`src/design/kse_regs.svh`:
```
// Register offsets, field positions, reset values and timing figures of the keyboard encoder.
// Assumes inclusion by every design file that decodes registers, codes or timing.
// Operation
// [RL1] Held key repeats after one second.
// [RL2] Only the first recognised key repeats.
// [RL3] Repeat rate ten per second, baud independent.
// [RL4] Repeat delay and rate are fixed constants.
// [RL5] Cursor keys have slow and fast codes.
// [RL6] Recognised key halts scan, others ignored.
// [RL7] Scan resumes when locking key releases.
// [RL8] Held second key is recognised after release.
// [RL9] Several held keys yield one code.
// [RL10] Simultaneous presses yield one code.
// [RL11] Bell code sounds tone for one second.
// [RL12] Each bell restarts the tone timer.
// [RL13] Host resends bell for continuous tone.
// [RL14] Sixteen lights set only by host command.
// [RL15] Lights indexed 0 to 15, left to right.
// [RL16] Special keys never change the lights.
// [RL17] Uppercase mode lowers codes 140-176 by 40.
// [RL18] Control passes only 000-040, 177, 200-377.
// [RL19] Shift affects alphanumeric section codes only.
// [RL20] Light command: four-bit index, one on/off bit.
// [RL21] Delays and tone derived by system clock counters.
`ifndef KSE_REGS_SVH
`define KSE_REGS_SVH

// ----------------------------------------------------------------
// Register map
// ----------------------------------------------------------------
`define KSE_OFS_CTRL 8'h00
`define KSE_OFS_HOSTCHAR 8'h04
`define KSE_OFS_LIGHTCMD 8'h08
`define KSE_OFS_LIGHTS 8'h0C
`define KSE_OFS_KEYCODE 8'h10
`define KSE_OFS_STATUS 8'h14

// ----------------------------------------------------------------
// Fields and reset values
// ----------------------------------------------------------------
`define KSE_CTRL_TTY_BIT 0
`define KSE_LCMD_ON_BIT 4
`define KSE_KEYCODE_VALID_BIT 8
`define KSE_STAT_TONE_BIT 0
`define KSE_STAT_LOCK_BIT 1
`define KSE_RST_CTRL 1'h0
`define KSE_RST_LIGHTS 16'h0000

// ----------------------------------------------------------------
// Codes and key sections
// ----------------------------------------------------------------
`define KSE_BELL_CODE 8'h07
`define KSE_DEL_CODE 8'h7F
`define KSE_CTRL_MAX 8'h20
`define KSE_NONASCII_MIN 8'h80
`define KSE_LOWER_MIN 8'h60
`define KSE_LOWER_MAX 8'h7E
`define KSE_CASE_OFS 8'h20
`define KSE_SECT_LETTER_END 6'h20
`define KSE_SECT_ALNUM_END 6'h30
`define KSE_SECT_CURSOR_END 6'h35

// ----------------------------------------------------------------
// Timing
// ----------------------------------------------------------------
`define KSE_CLK_HZ 25000000
`define KSE_RPT_DELAY_MS 1000
`define KSE_RPT_RATE_HZ 10
`define KSE_TONE_MS 1000
`define KSE_SCAN_DIV 16

`endif

```
`src/design/kse_pkg.sv`:
```
// Types and code tables of the keyboard encoder.
// Assumes the register header is on the include path.
`include "kse_regs.svh"
package kse_pkg;

   typedef enum logic [1:0] {
      KSE_SCAN = 2'b01,
      KSE_LOCK = 2'b10
   } kse_scan_st_t;

   // Code of a 64-key matrix position under the current shift, control and mode.
   function automatic logic [7:0] kse_key_code(input logic [5:0] idx, input logic shift,
                                               input logic ctrl, input logic tty);
      logic [7:0] c;
      c = 8'h00;
      if (idx < `KSE_SECT_LETTER_END) begin
         if (ctrl) begin
            c = {3'h0, idx[4:0]};
         end else if (shift) begin
            c = {3'h2, idx[4:0]};
         end else begin
            c = {3'h3, idx[4:0]};
         end
      end else if (idx < `KSE_SECT_ALNUM_END) begin
         c = shift ? {4'h2, idx[3:0]} : {4'h3, idx[3:0]};
      end else if (idx < `KSE_SECT_CURSOR_END) begin
         c = {4'h8, idx[2:0], ctrl}; // [RL5] [RL19]
      end else begin
         c = {2'h2, ctrl, idx[4:0]}; // [RL19]
      end
      if (tty && idx < `KSE_SECT_ALNUM_END && c >= `KSE_LOWER_MIN && c <= `KSE_LOWER_MAX) begin
         c = c - `KSE_CASE_OFS; // [RL17]
      end
      return c;
   endfunction : kse_key_code

   // True when a code may leave while the control key is held.
   function automatic logic kse_ctrl_pass(input logic [7:0] c, input logic ctrl);
      return !ctrl || c <= `KSE_CTRL_MAX || c == `KSE_DEL_CODE || c >= `KSE_NONASCII_MIN;
   endfunction : kse_ctrl_pass

endpackage : kse_pkg

```
`src/design/kse_top.sv`:
```
// Keyboard scan and encode top: matrix scan, code issue, auto-repeat, bell tone, status lights.
// Assumes an AXI4-Lite master on the system clock and raw key pins needing synchronisers.
//
// The AXI4-Lite slave port and the address map were chosen for this implementation.
`timescale 1ns/10ps
`include "kse_regs.svh"
module kse_top
   import kse_pkg::*;
#(
   parameter int ROWS = 8,
   parameter int COLS = 8,
   parameter int TW = 26,
   parameter int RPT_DELAY_CYC = `KSE_CLK_HZ / 1000 * `KSE_RPT_DELAY_MS,
   parameter int RPT_PERIOD_CYC = `KSE_CLK_HZ / `KSE_RPT_RATE_HZ,
   parameter int TONE_CYC = `KSE_CLK_HZ / 1000 * `KSE_TONE_MS
) (
   // Clock and reset
   input wire logic i_sys_clk,
   input wire logic i_rst_n,
   // AXI4-Lite write
   input wire logic [7:0] i_awaddr,
   input wire logic i_awvalid,
   output logic o_awready,
   input wire logic [31:0] i_wdata,
   input wire logic [3:0] i_wstrb,
   input wire logic i_wvalid,
   output logic o_wready,
   output logic [1:0] o_bresp,
   output logic o_bvalid,
   input wire logic i_bready,
   // AXI4-Lite read
   input wire logic [7:0] i_araddr,
   input wire logic i_arvalid,
   output logic o_arready,
   output logic [31:0] o_rdata,
   output logic [1:0] o_rresp,
   output logic o_rvalid,
   input wire logic i_rready,
   // Key matrix and modifiers
   output logic [COLS-1:0] o_col,
   input wire logic [ROWS-1:0] i_row,
   input wire logic i_shift,
   input wire logic i_ctrl,
   // Code stream, tone and lights
   output logic [7:0] o_code,
   output logic o_code_valid,
   output logic o_tone,
   output logic [15:0] o_lights
);
   localparam int IW = $clog2(ROWS) + $clog2(COLS);
   localparam logic [1:0] RESP_OK = 2'h0;
   localparam logic [1:0] RESP_ERR = 2'h2;

   function automatic logic [TW-1:0] sat_inc(input logic [TW-1:0] v);
      return (v == '1) ? v : v + TW'(1);
   endfunction : sat_inc

   // ----------------------------------------------------------------
   // Modifier synchronisers
   // ----------------------------------------------------------------
   logic shift_m_r, shift_s_r, ctrl_m_r, ctrl_s_r;

   always_ff @(posedge i_sys_clk) begin
      if (!i_rst_n) begin
         shift_m_r <= 1'b0;
         shift_s_r <= 1'b0;
         ctrl_m_r <= 1'b0;
         ctrl_s_r <= 1'b0;
      end else begin
         shift_m_r <= i_shift;
         shift_s_r <= shift_m_r;
         ctrl_m_r <= i_ctrl;
         ctrl_s_r <= ctrl_m_r;
      end
   end

   // ----------------------------------------------------------------
   // Scanner and timers
   // ----------------------------------------------------------------
   logic found, locked, rpt_done, rpt_start, tone_start;
   logic [IW-1:0] key_idx;
   logic [TW-1:0] rpt_len;

   kse_scan #(.ROWS(ROWS), .COLS(COLS)) u_scan (
      .i_sys_clk(i_sys_clk),
      .i_rst_n(i_rst_n),
      .o_col(o_col),
      .i_row(i_row),
      .o_found(found),
      .o_locked(locked),
      .o_key_idx(key_idx)
   );

   // The first repeat waits the full delay; later ones reload one cycle short for an exact period.
   assign rpt_start = found || (rpt_done && locked); // [RL1] [RL21]
   assign rpt_len = found ? TW'(RPT_DELAY_CYC) : TW'(RPT_PERIOD_CYC - 1); // [RL3] [RL4]

   kse_timer #(.TW(TW)) u_rpt (
      .i_sys_clk(i_sys_clk),
      .i_rst_n(i_rst_n),
      .i_start(rpt_start),
      .i_len(rpt_len),
      .i_stop(!locked), // [RL1]
      .o_busy(),
      .o_done(rpt_done)
   );

   kse_timer #(.TW(TW)) u_tone (
      .i_sys_clk(i_sys_clk),
      .i_rst_n(i_rst_n),
      .i_start(tone_start), // [RL11] [RL12]
      .i_len(TW'(TONE_CYC)),
      .i_stop(1'b0),
      .o_busy(o_tone),
      .o_done()
   );

   // ----------------------------------------------------------------
   // AXI4-Lite slave
   // ----------------------------------------------------------------
   logic aw_have_r, aw_have_nxt, w_have_r, w_have_nxt;
   logic [7:0] aw_addr_r, aw_addr_nxt;
   logic [31:0] w_data_r, w_data_nxt;
   logic w_lane0_r, w_lane0_nxt;
   logic bvalid_nxt, rvalid_nxt, awready_nxt, wready_nxt, arready_nxt;
   logic [1:0] bresp_nxt, rresp_nxt;
   logic [31:0] rdata_nxt;
   logic wr_fire, rd_fire, kc_pop;
   logic tty_r, tty_nxt;
   logic [15:0] lights_nxt;
   logic kc_valid_r, kc_valid_nxt;
   logic [7:0] kc_code_r, kc_code_nxt;

   assign wr_fire = aw_have_r && w_have_r && !o_bvalid;
   assign rd_fire = i_arvalid && o_arready;
   assign kc_pop = rd_fire && i_araddr == `KSE_OFS_KEYCODE;
   assign tone_start = wr_fire && w_lane0_r && aw_addr_r == `KSE_OFS_HOSTCHAR
                       && w_data_r[7:0] == `KSE_BELL_CODE;

   always_comb begin
      aw_have_nxt = aw_have_r;
      aw_addr_nxt = aw_addr_r;
      w_have_nxt = w_have_r;
      w_data_nxt = w_data_r;
      w_lane0_nxt = w_lane0_r;
      bvalid_nxt = o_bvalid && !i_bready;
      bresp_nxt = o_bresp;
      rvalid_nxt = o_rvalid && !i_rready;
      rresp_nxt = o_rresp;
      rdata_nxt = o_rdata;
      tty_nxt = tty_r;
      lights_nxt = o_lights;
      if (i_awvalid && o_awready) begin
         aw_have_nxt = 1'b1;
         aw_addr_nxt = i_awaddr;
      end
      if (i_wvalid && o_wready) begin
         w_have_nxt = 1'b1;
         w_data_nxt = i_wdata;
         w_lane0_nxt = i_wstrb[0];
      end
      if (wr_fire) begin
         aw_have_nxt = 1'b0;
         w_have_nxt = 1'b0;
         bvalid_nxt = 1'b1;
         bresp_nxt = RESP_OK;
         case (aw_addr_r)
            `KSE_OFS_CTRL: begin
               if (w_lane0_r) begin
                  tty_nxt = w_data_r[`KSE_CTRL_TTY_BIT];
               end
            end
            `KSE_OFS_LIGHTCMD: begin
               if (w_lane0_r) begin
                  lights_nxt[w_data_r[3:0]] = w_data_r[`KSE_LCMD_ON_BIT]; // [RL14] [RL15] [RL20]
               end
            end
            `KSE_OFS_HOSTCHAR: begin
               bresp_nxt = RESP_OK;
            end
            default: begin
               bresp_nxt = RESP_ERR;
            end
         endcase
      end
      if (rd_fire) begin
         rvalid_nxt = 1'b1;
         rresp_nxt = RESP_OK;
         rdata_nxt = '0;
         case (i_araddr)
            `KSE_OFS_CTRL: rdata_nxt[`KSE_CTRL_TTY_BIT] = tty_r;
            `KSE_OFS_HOSTCHAR: rdata_nxt = '0;
            `KSE_OFS_LIGHTCMD: rdata_nxt = '0;
            `KSE_OFS_LIGHTS: rdata_nxt[15:0] = o_lights;
            `KSE_OFS_KEYCODE: rdata_nxt[8:0] = {kc_valid_r, kc_code_r};
            `KSE_OFS_STATUS: begin
               rdata_nxt[`KSE_STAT_TONE_BIT] = o_tone;
               rdata_nxt[`KSE_STAT_LOCK_BIT] = locked;
            end
            default: rresp_nxt = RESP_ERR;
         endcase
      end
      awready_nxt = !aw_have_nxt && !bvalid_nxt;
      wready_nxt = !w_have_nxt && !bvalid_nxt;
      arready_nxt = !rvalid_nxt;
   end

   always_ff @(posedge i_sys_clk) begin
      if (!i_rst_n) begin
         aw_have_r <= 1'b0;
         aw_addr_r <= 8'h00;
         w_have_r <= 1'b0;
         w_data_r <= 32'h00000000;
         w_lane0_r <= 1'b0;
         o_awready <= 1'b0;
         o_wready <= 1'b0;
         o_arready <= 1'b0;
         o_bvalid <= 1'b0;
         o_bresp <= RESP_OK;
         o_rvalid <= 1'b0;
         o_rresp <= RESP_OK;
         o_rdata <= 32'h00000000;
         tty_r <= `KSE_RST_CTRL;
         o_lights <= `KSE_RST_LIGHTS;
      end else begin
         aw_have_r <= aw_have_nxt;
         aw_addr_r <= aw_addr_nxt;
         w_have_r <= w_have_nxt;
         w_data_r <= w_data_nxt;
         w_lane0_r <= w_lane0_nxt;
         o_awready <= awready_nxt;
         o_wready <= wready_nxt;
         o_arready <= arready_nxt;
         o_bvalid <= bvalid_nxt;
         o_bresp <= bresp_nxt;
         o_rvalid <= rvalid_nxt;
         o_rresp <= rresp_nxt;
         o_rdata <= rdata_nxt;
         tty_r <= tty_nxt;
         o_lights <= lights_nxt;
      end
   end

   // ----------------------------------------------------------------
   // Code issue
   // ----------------------------------------------------------------
   logic emit_req, emit_ok, code_valid_nxt;
   logic [7:0] code_w;
   logic emit_ctrl_r, emit_tty_r, emit_rpt_r, rpt_first_r;
   logic [IW-1:0] emit_idx_r, lock_idx_r;
   logic [TW-1:0] gap_r, tone_age_r;

   // Repeats reuse the locked key only, so output never alternates between keys.
   assign emit_req = found || (rpt_done && locked); // [RL2]
   assign code_w = kse_key_code(key_idx, shift_s_r, ctrl_s_r, tty_r);
   assign emit_ok = kse_ctrl_pass(code_w, ctrl_s_r); // [RL18]
   assign code_valid_nxt = emit_req && emit_ok;

   // A new code wins over a software read that pops the previous one.
   always_comb begin
      kc_valid_nxt = kc_valid_r;
      kc_code_nxt = kc_code_r;
      if (code_valid_nxt) begin
         kc_valid_nxt = 1'b1;
         kc_code_nxt = code_w;
      end else if (kc_pop) begin
         kc_valid_nxt = 1'b0;
      end
   end

   always_ff @(posedge i_sys_clk) begin
      if (!i_rst_n) begin
         o_code <= 8'h00;
         o_code_valid <= 1'b0;
         kc_valid_r <= 1'b0;
         kc_code_r <= 8'h00;
      end else begin
         o_code <= emit_req ? code_w : o_code;
         o_code_valid <= code_valid_nxt;
         kc_valid_r <= kc_valid_nxt;
         kc_code_r <= kc_code_nxt;
      end
   end

   // ----------------------------------------------------------------
   // Checks
   // ----------------------------------------------------------------
   always_ff @(posedge i_sys_clk) begin
      if (!i_rst_n) begin
         emit_ctrl_r <= 1'b0;
         emit_tty_r <= 1'b0;
         emit_rpt_r <= 1'b0;
         emit_idx_r <= '0;
         lock_idx_r <= '0;
         rpt_first_r <= 1'b0;
         gap_r <= '0;
         tone_age_r <= '0;
      end else begin
         emit_ctrl_r <= emit_req ? ctrl_s_r : emit_ctrl_r;
         emit_tty_r <= emit_req ? tty_r : emit_tty_r;
         emit_rpt_r <= emit_req && !found;
         emit_idx_r <= emit_req ? key_idx : emit_idx_r;
         lock_idx_r <= found ? key_idx : lock_idx_r;
         rpt_first_r <= found ? 1'b1 : (rpt_done ? 1'b0 : rpt_first_r);
         gap_r <= emit_req ? '0 : sat_inc(gap_r);
         tone_age_r <= tone_start ? '0 : sat_inc(tone_age_r);
      end
   end
endmodule : kse_top

```
`src/design/kse_timer.sv`:
```
// Retriggerable down counter with a busy level and a done pulse.
// Assumes start and stop come from logic on the same clock.
`timescale 1ns/10ps
module kse_timer #(
   parameter int TW = 26
) (
   // Clock and reset
   input wire logic i_sys_clk,
   input wire logic i_rst_n,
   // Control
   input wire logic i_start,
   input wire logic [TW-1:0] i_len,
   input wire logic i_stop,
   // Status
   output logic o_busy,
   output logic o_done
);
   logic [TW-1:0] cnt_r;
   logic [TW-1:0] cnt_nxt;
   logic busy_nxt;
   logic done_nxt;

   // A start reloads the count at any point of a running period.
   always_comb begin
      cnt_nxt = cnt_r;
      done_nxt = 1'b0;
      if (i_start) begin
         cnt_nxt = i_len; // [RL12]
      end else if (i_stop) begin
         cnt_nxt = '0;
      end else if (cnt_r != '0) begin
         cnt_nxt = cnt_r - TW'(1);
         done_nxt = (cnt_r == TW'(1));
      end
      busy_nxt = (cnt_nxt != '0);
   end

   always_ff @(posedge i_sys_clk) begin
      if (!i_rst_n) begin
         cnt_r <= '0;
         o_busy <= 1'b0;
         o_done <= 1'b0;
      end else begin
         cnt_r <= cnt_nxt;
         o_busy <= busy_nxt;
         o_done <= done_nxt;
      end
   end

endmodule : kse_timer

```
`src/design/kse_scan.sv`:
```
// Key matrix scanner with n-key lockout and two-key rollover.
// Assumes keys pull their row high while their column is driven.
`timescale 1ns/10ps
`include "kse_regs.svh"
module kse_scan
   import kse_pkg::*;
#(
   parameter int ROWS = 8,
   parameter int COLS = 8,
   parameter int DIV = `KSE_SCAN_DIV,
   parameter int RW = $clog2(ROWS),
   parameter int CW = $clog2(COLS)
) (
   // Clock and reset
   input wire logic i_sys_clk,
   input wire logic i_rst_n,
   // Matrix
   output logic [COLS-1:0] o_col,
   input wire logic [ROWS-1:0] i_row,
   // Key events
   output logic o_found,
   output logic o_locked,
   output logic [RW+CW-1:0] o_key_idx
);
   localparam int DW = $clog2(DIV);

   function automatic logic [CW-1:0] next_col(input logic [CW-1:0] c);
      return (c == CW'(COLS - 1)) ? '0 : c + CW'(1);
   endfunction : next_col

   kse_scan_st_t st_r, st_nxt;
   logic [CW-1:0] col_r, col_nxt;
   logic [RW-1:0] row_r, row_nxt;
   logic [DW-1:0] div_r, div_nxt;
   logic [ROWS-1:0] row_m_r, row_s_r;
   logic [COLS-1:0] col_oh_nxt;
   logic found_nxt;
   logic tick;

   assign tick = (div_r == DW'(DIV - 1));
   assign o_locked = (st_r == KSE_LOCK);
   assign o_key_idx = {col_r, row_r};

   always_comb begin
      st_nxt = st_r;
      col_nxt = col_r;
      row_nxt = row_r;
      found_nxt = 1'b0;
      div_nxt = tick ? '0 : div_r + DW'(1);
      case (st_r)
         KSE_SCAN: begin
            if (tick && row_s_r != '0) begin
               for (int r = ROWS - 1; r >= 0; r--) begin
                  if (row_s_r[r]) begin
                     row_nxt = RW'(r); // [RL10]
                  end
               end
               st_nxt = KSE_LOCK; // [RL6]
               found_nxt = 1'b1;
            end else if (tick) begin
               col_nxt = next_col(col_r);
            end
         end
         KSE_LOCK: begin
            if (tick && !row_s_r[row_r]) begin
               st_nxt = KSE_SCAN; // [RL7] [RL8]
               col_nxt = next_col(col_r);
            end
         end
         default: begin
            st_nxt = KSE_SCAN;
         end
      endcase
      col_oh_nxt = '0;
      col_oh_nxt[col_nxt] = 1'b1;
   end

   always_ff @(posedge i_sys_clk) begin
      if (!i_rst_n) begin
         st_r <= KSE_SCAN;
         col_r <= '0;
         row_r <= '0;
         div_r <= '0;
         row_m_r <= '0;
         row_s_r <= '0;
         o_col <= {{(COLS-1){1'b0}}, 1'b1};
         o_found <= 1'b0;
      end else begin
         st_r <= st_nxt;
         col_r <= col_nxt;
         row_r <= row_nxt;
         div_r <= div_nxt;
         row_m_r <= i_row;
         row_s_r <= row_m_r;
         o_col <= col_oh_nxt;
         o_found <= found_nxt;
      end
   end
endmodule : kse_scan

```
`config.mk`:
```
export PLATFORM = sky130hd
export DESIGN_NAME = kse_top
export DESIGN_NICKNAME = d
export VERILOG_FILES = /design/src/design/kse_pkg.sv /design/src/design/kse_top.sv /design/src/design/kse_timer.sv /design/src/design/kse_scan.sv
export VERILOG_INCLUDE_DIRS = /design/src /design/src/design
export SDC_FILE = /design/constraint.sdc
export NUM_CORES = 1
export LEC_CHECK = 0
export BUFFER_PORTS_ARGS = -buffer_cell sky130_fd_sc_hd__buf_2
export CAP_MARGIN = 20
export CORE_UTILIZATION = 50
export CTS_CLUSTER_DIAMETER = 150
export CTS_CLUSTER_SIZE = 20
export DETAILED_ROUTE_END_ITERATION = 8
export PLACE_DENSITY = 0.79
export SYNTH_ARGS = -nofsm -noshare
export SYNTH_HDL_FRONTEND = slang
export SYNTH_SLANG_ARGS = --single-unit
```
`constraint.sdc`:
```
create_clock -name i_sys_clk -period 6.8 [get_ports i_sys_clk]
set_input_delay 0.68 -clock i_sys_clk [delete_from_list [all_inputs] [get_ports i_sys_clk]]
set_output_delay 0.68 -clock i_sys_clk [all_outputs]
set_load 0.05 [all_outputs]
```
==> metrics.txt <==
status=finished, final reports clean; most area-hungry cell type in the Yosys netlist=dfxtp_1; synth top area cells=dfxtp_1 (44%), nor2_1 (6.5%), a21oi_1 (5.6%); vias=6939; LEAKAGE=3.75 nW; Net Sw Frac=about a third; share of cells above drive strength 1=15.9%; routed vias/inst=5.60; Routed wire per std cell=roughly 15 um; fill count=1386; post-CTS setup buffers=0; final worst slack=between 3000 and 4000 ps; register area=3440 sq um; CTS buffer count=17; Logic pwr share=27.8%; WS Path Type=reg2reg; ant diodes=0; Die Span Y=128 um; Post-Syn Area=7900 sq um; Flop pwr share=39.8%; EDFF count, synth=0; first-pass GRT wire length=31000 um; Final period util=52.2%; vias in the first global route=6410; drt first pass iters=8; H-tree levels=4; Critical Path RT=7130 ps; number of synthesized register bits=172; worst skew pair latency=roughly 430 ps; Slowest Stage Delay on Critical Path=roughly 550 ps; CTS root buf=clkbuf_16; unrepaired setup endpoints after global routing=no; P&R area growth vs syn=14.1%; Worst-path clk slew=60 ps; Post-synth top flop=dfxtp_1; row cnt=45; Congestion Overflow GR=0; # port buffers=98; internal power=~2.0 mW; maximum vdd drop=0.220 mV; fraction of registers with async set/reset=0%; Fmax achieved=between 200 and 300 MHz; initial antenna violation count=0; CTS tree=yes; Fin Clk Skew=~11 ps; Worst Tran Pin Value=between 1000 and 1500 ps; routability cong.=between 0.9 and 1; hold path start=u_scan.row_m_r[7]$_SDFF_PN0_; synthesized area per cell=8.40 sq um; top-area cell type share of the netlist area=43.6%; Detailed Route Iter0 Violations=420; R2R cell count=11; worst hold margin=431 ps; crit-path cells=nand2_1, nor3_1, nor2_1, ha_1, nand2b_1, a41oi_1, a21oi_1, a311oi_2, a311oi_1, nor2_2, a211oi_1; Startpoint Class=flip-flop; Power Density=330 nW/um^2; # setup viols final=0; crit end category=flip-flop; Slowest cell on crit path=dfxtp_1; Unique masters post-synth=76; largest net degree at the start of global routing=98; multi-input logic area=4140 sq um; Power Total=just under 3 mW; CP Max Fanout=11; WP data arrival=3880 ps; hold buffers post-CTS=0; clock sink total=172; number of remaining DRC errors=0; Setup crit end=kc_code_r[0]$_SDFFE_PN0P_; total of max-cap violations=0; Hold Path Class=reg2reg; Fin. Hold Viols=0; Worst Setup SP=u_scan.col_r[1]$_SDFF_PN0_; Clk network pwr share=32.4%; Tmin final=3550 ps; reg2reg setup slack=3250 ps; cell count after synthesis=940; nets=around 1100; DP Wirelength=13000 um; Post-CTS Resized=0; most frequent cells in the layout=dfxtp_1 (172), nor2_1 (136), buf_2 (98); YS warnings=0; initial core utilization=51.6%; commonest non-fill, non-tap cell in the layout=dfxtp_1; Slew Viols, Final=0; post-layout util=between 50% and 60%; TNS Setup=0 ps; die span in x=~130 um; total core area=15300 sq um; gr usage total=23.9%; post-synthesis sequential area ratio=a little over two fifths; dpl ws=approximately 3400 ps; Critical R2R Capture=kc_code_r[0]$_SDFFE_PN0P_; P_sw=1.01 mW; Worst R2R Start=u_scan.col_r[1]$_SDFF_PN0_; die area=between 15000 and 20000 sq um; Post-DRT Antenna Nets=0; # IOs=144; Rel. slew slack=30.4%; clk buf depth=2; DRT Wirelength=18900 um
[per-stage QoR]
stage	area [sq um]	instances
finish	9010	1240
floorplan	7960	957
CTS	9010	1240
global placement	8420	1208
global route	9010	1240
detailed placement	8420	1208
[kinds of logic (layout without fill, tap and decap cells)]
logic type                 count (synthesis)  in the layout  share of synthesized area (%)
buffers and inverters                     78            150                           4.77
muxes                                     21             21                           3.01
AOI/OAI and AO/OA                        179            179                           14.5
and+or+nand+nor                          441            441                           28.2
DFF                                      172            172                           43.6
adders and majority gates                 11             11                           1.74
xor gates and xnor gates                  37             37                           4.10
other                                      1             18                         0.0475
[worst min-delay path by stage]
stage                                    to  slack [ps]  cells past startpoint
6_report       u_scan.row_s_r[7]$_SDFF_PN0_         430                      1
5_1_grt        u_scan.row_m_r[0]$_SDFF_PN0_         440                      2
4_1_cts        u_scan.row_s_r[4]$_SDFF_PN0_         430                      1
3_5_place_dp   u_scan.row_s_r[7]$_SDFF_PN0_         420                      1
3_3_place_gp   u_scan.row_s_r[4]$_SDFF_PN0_         420                      1
2_1_floorplan           ctrl_s_r$_SDFF_PN0_         410                      1
[sequential cells by signal, indices dropped and copies added (netlist names), 8 cells and up]
register,count
aw_addr_r,8
u_scan.o_col,8
u_scan.row_m_r,8
w_data_r,8
u_scan.row_s_r,8
u_tone.cnt_r,26
o_lights,16
u_rpt.cnt_r,26
kc_code_r,8
o_code,8
o_rdata,16
[area by class of cell]
type                            count  area share (%)
Sequential cell                   172            38.2
Clock inverter                     11            1.19
Multi-Input combinational cell    707            46.0
Timing Repair Buffer              100            5.61
Tap cell                          211            2.93
Clock buffer                       21            5.33
Inverter                           18           0.750
[critical path, delay by kind of cell (launching register included)]
kind / cells / cell delay (ps)
flip-flops: 1 / 550
AO/OA/AOI/OAI: 5 / 1490
AND/OR/NAND/NOR: 5 / 1170
adder cells (fa/ha/maj): 1 / 230
[Yosys cell counts, drive strengths merged (3+ instances only)]
cell,count
nand3b,5
and3,7
inv,17
clkbuf,32
o21a,3
a22oi,9
a211oi,14
a31oi,4
or3,11
a21oi,88
a311oi,3
o221a,4
nand2b,13
nor3,50
nand4,10
xor2,15
nand2,90
nor2b,10
nand3,29
and2,26
nor4,18
nor2,138
o21ai,19
nor3b,9
ha,11
dfxtp,172
a222oi,7
and4b,3
buf,28
a41oi,3
or4,7
o22ai,3
or2,5
mux2i,17
nor4b,4
xnor2,22
a21o,4
[power groups by stage]
stage / registers (mW) / clock network (mW) / logic (mW)
after floorplan: 1.18 / 0 / 0.664
after CTS: 1.18 / 0.976 / 0.817
after global routing: 1.19 / 1.02 / 0.916
after global placement: 1.20 / 0 / 0.802
after detailed placement: 1.20 / 0 / 0.811
final: 1.18 / 0.963 / 0.826
[routing by layer]
layer / GRT usage, % / vias to the layer above / routed length (um)
met1: 30.2 / 3217 / 8320
met2: 39.4 / 247 / 8900
met5: 0 / - / 0
met4: 9.20 / 0 / 388
met3: 5.80 / 36 / 1240
li1: - / 3439 / -
(Power assumes the default switching activity.)
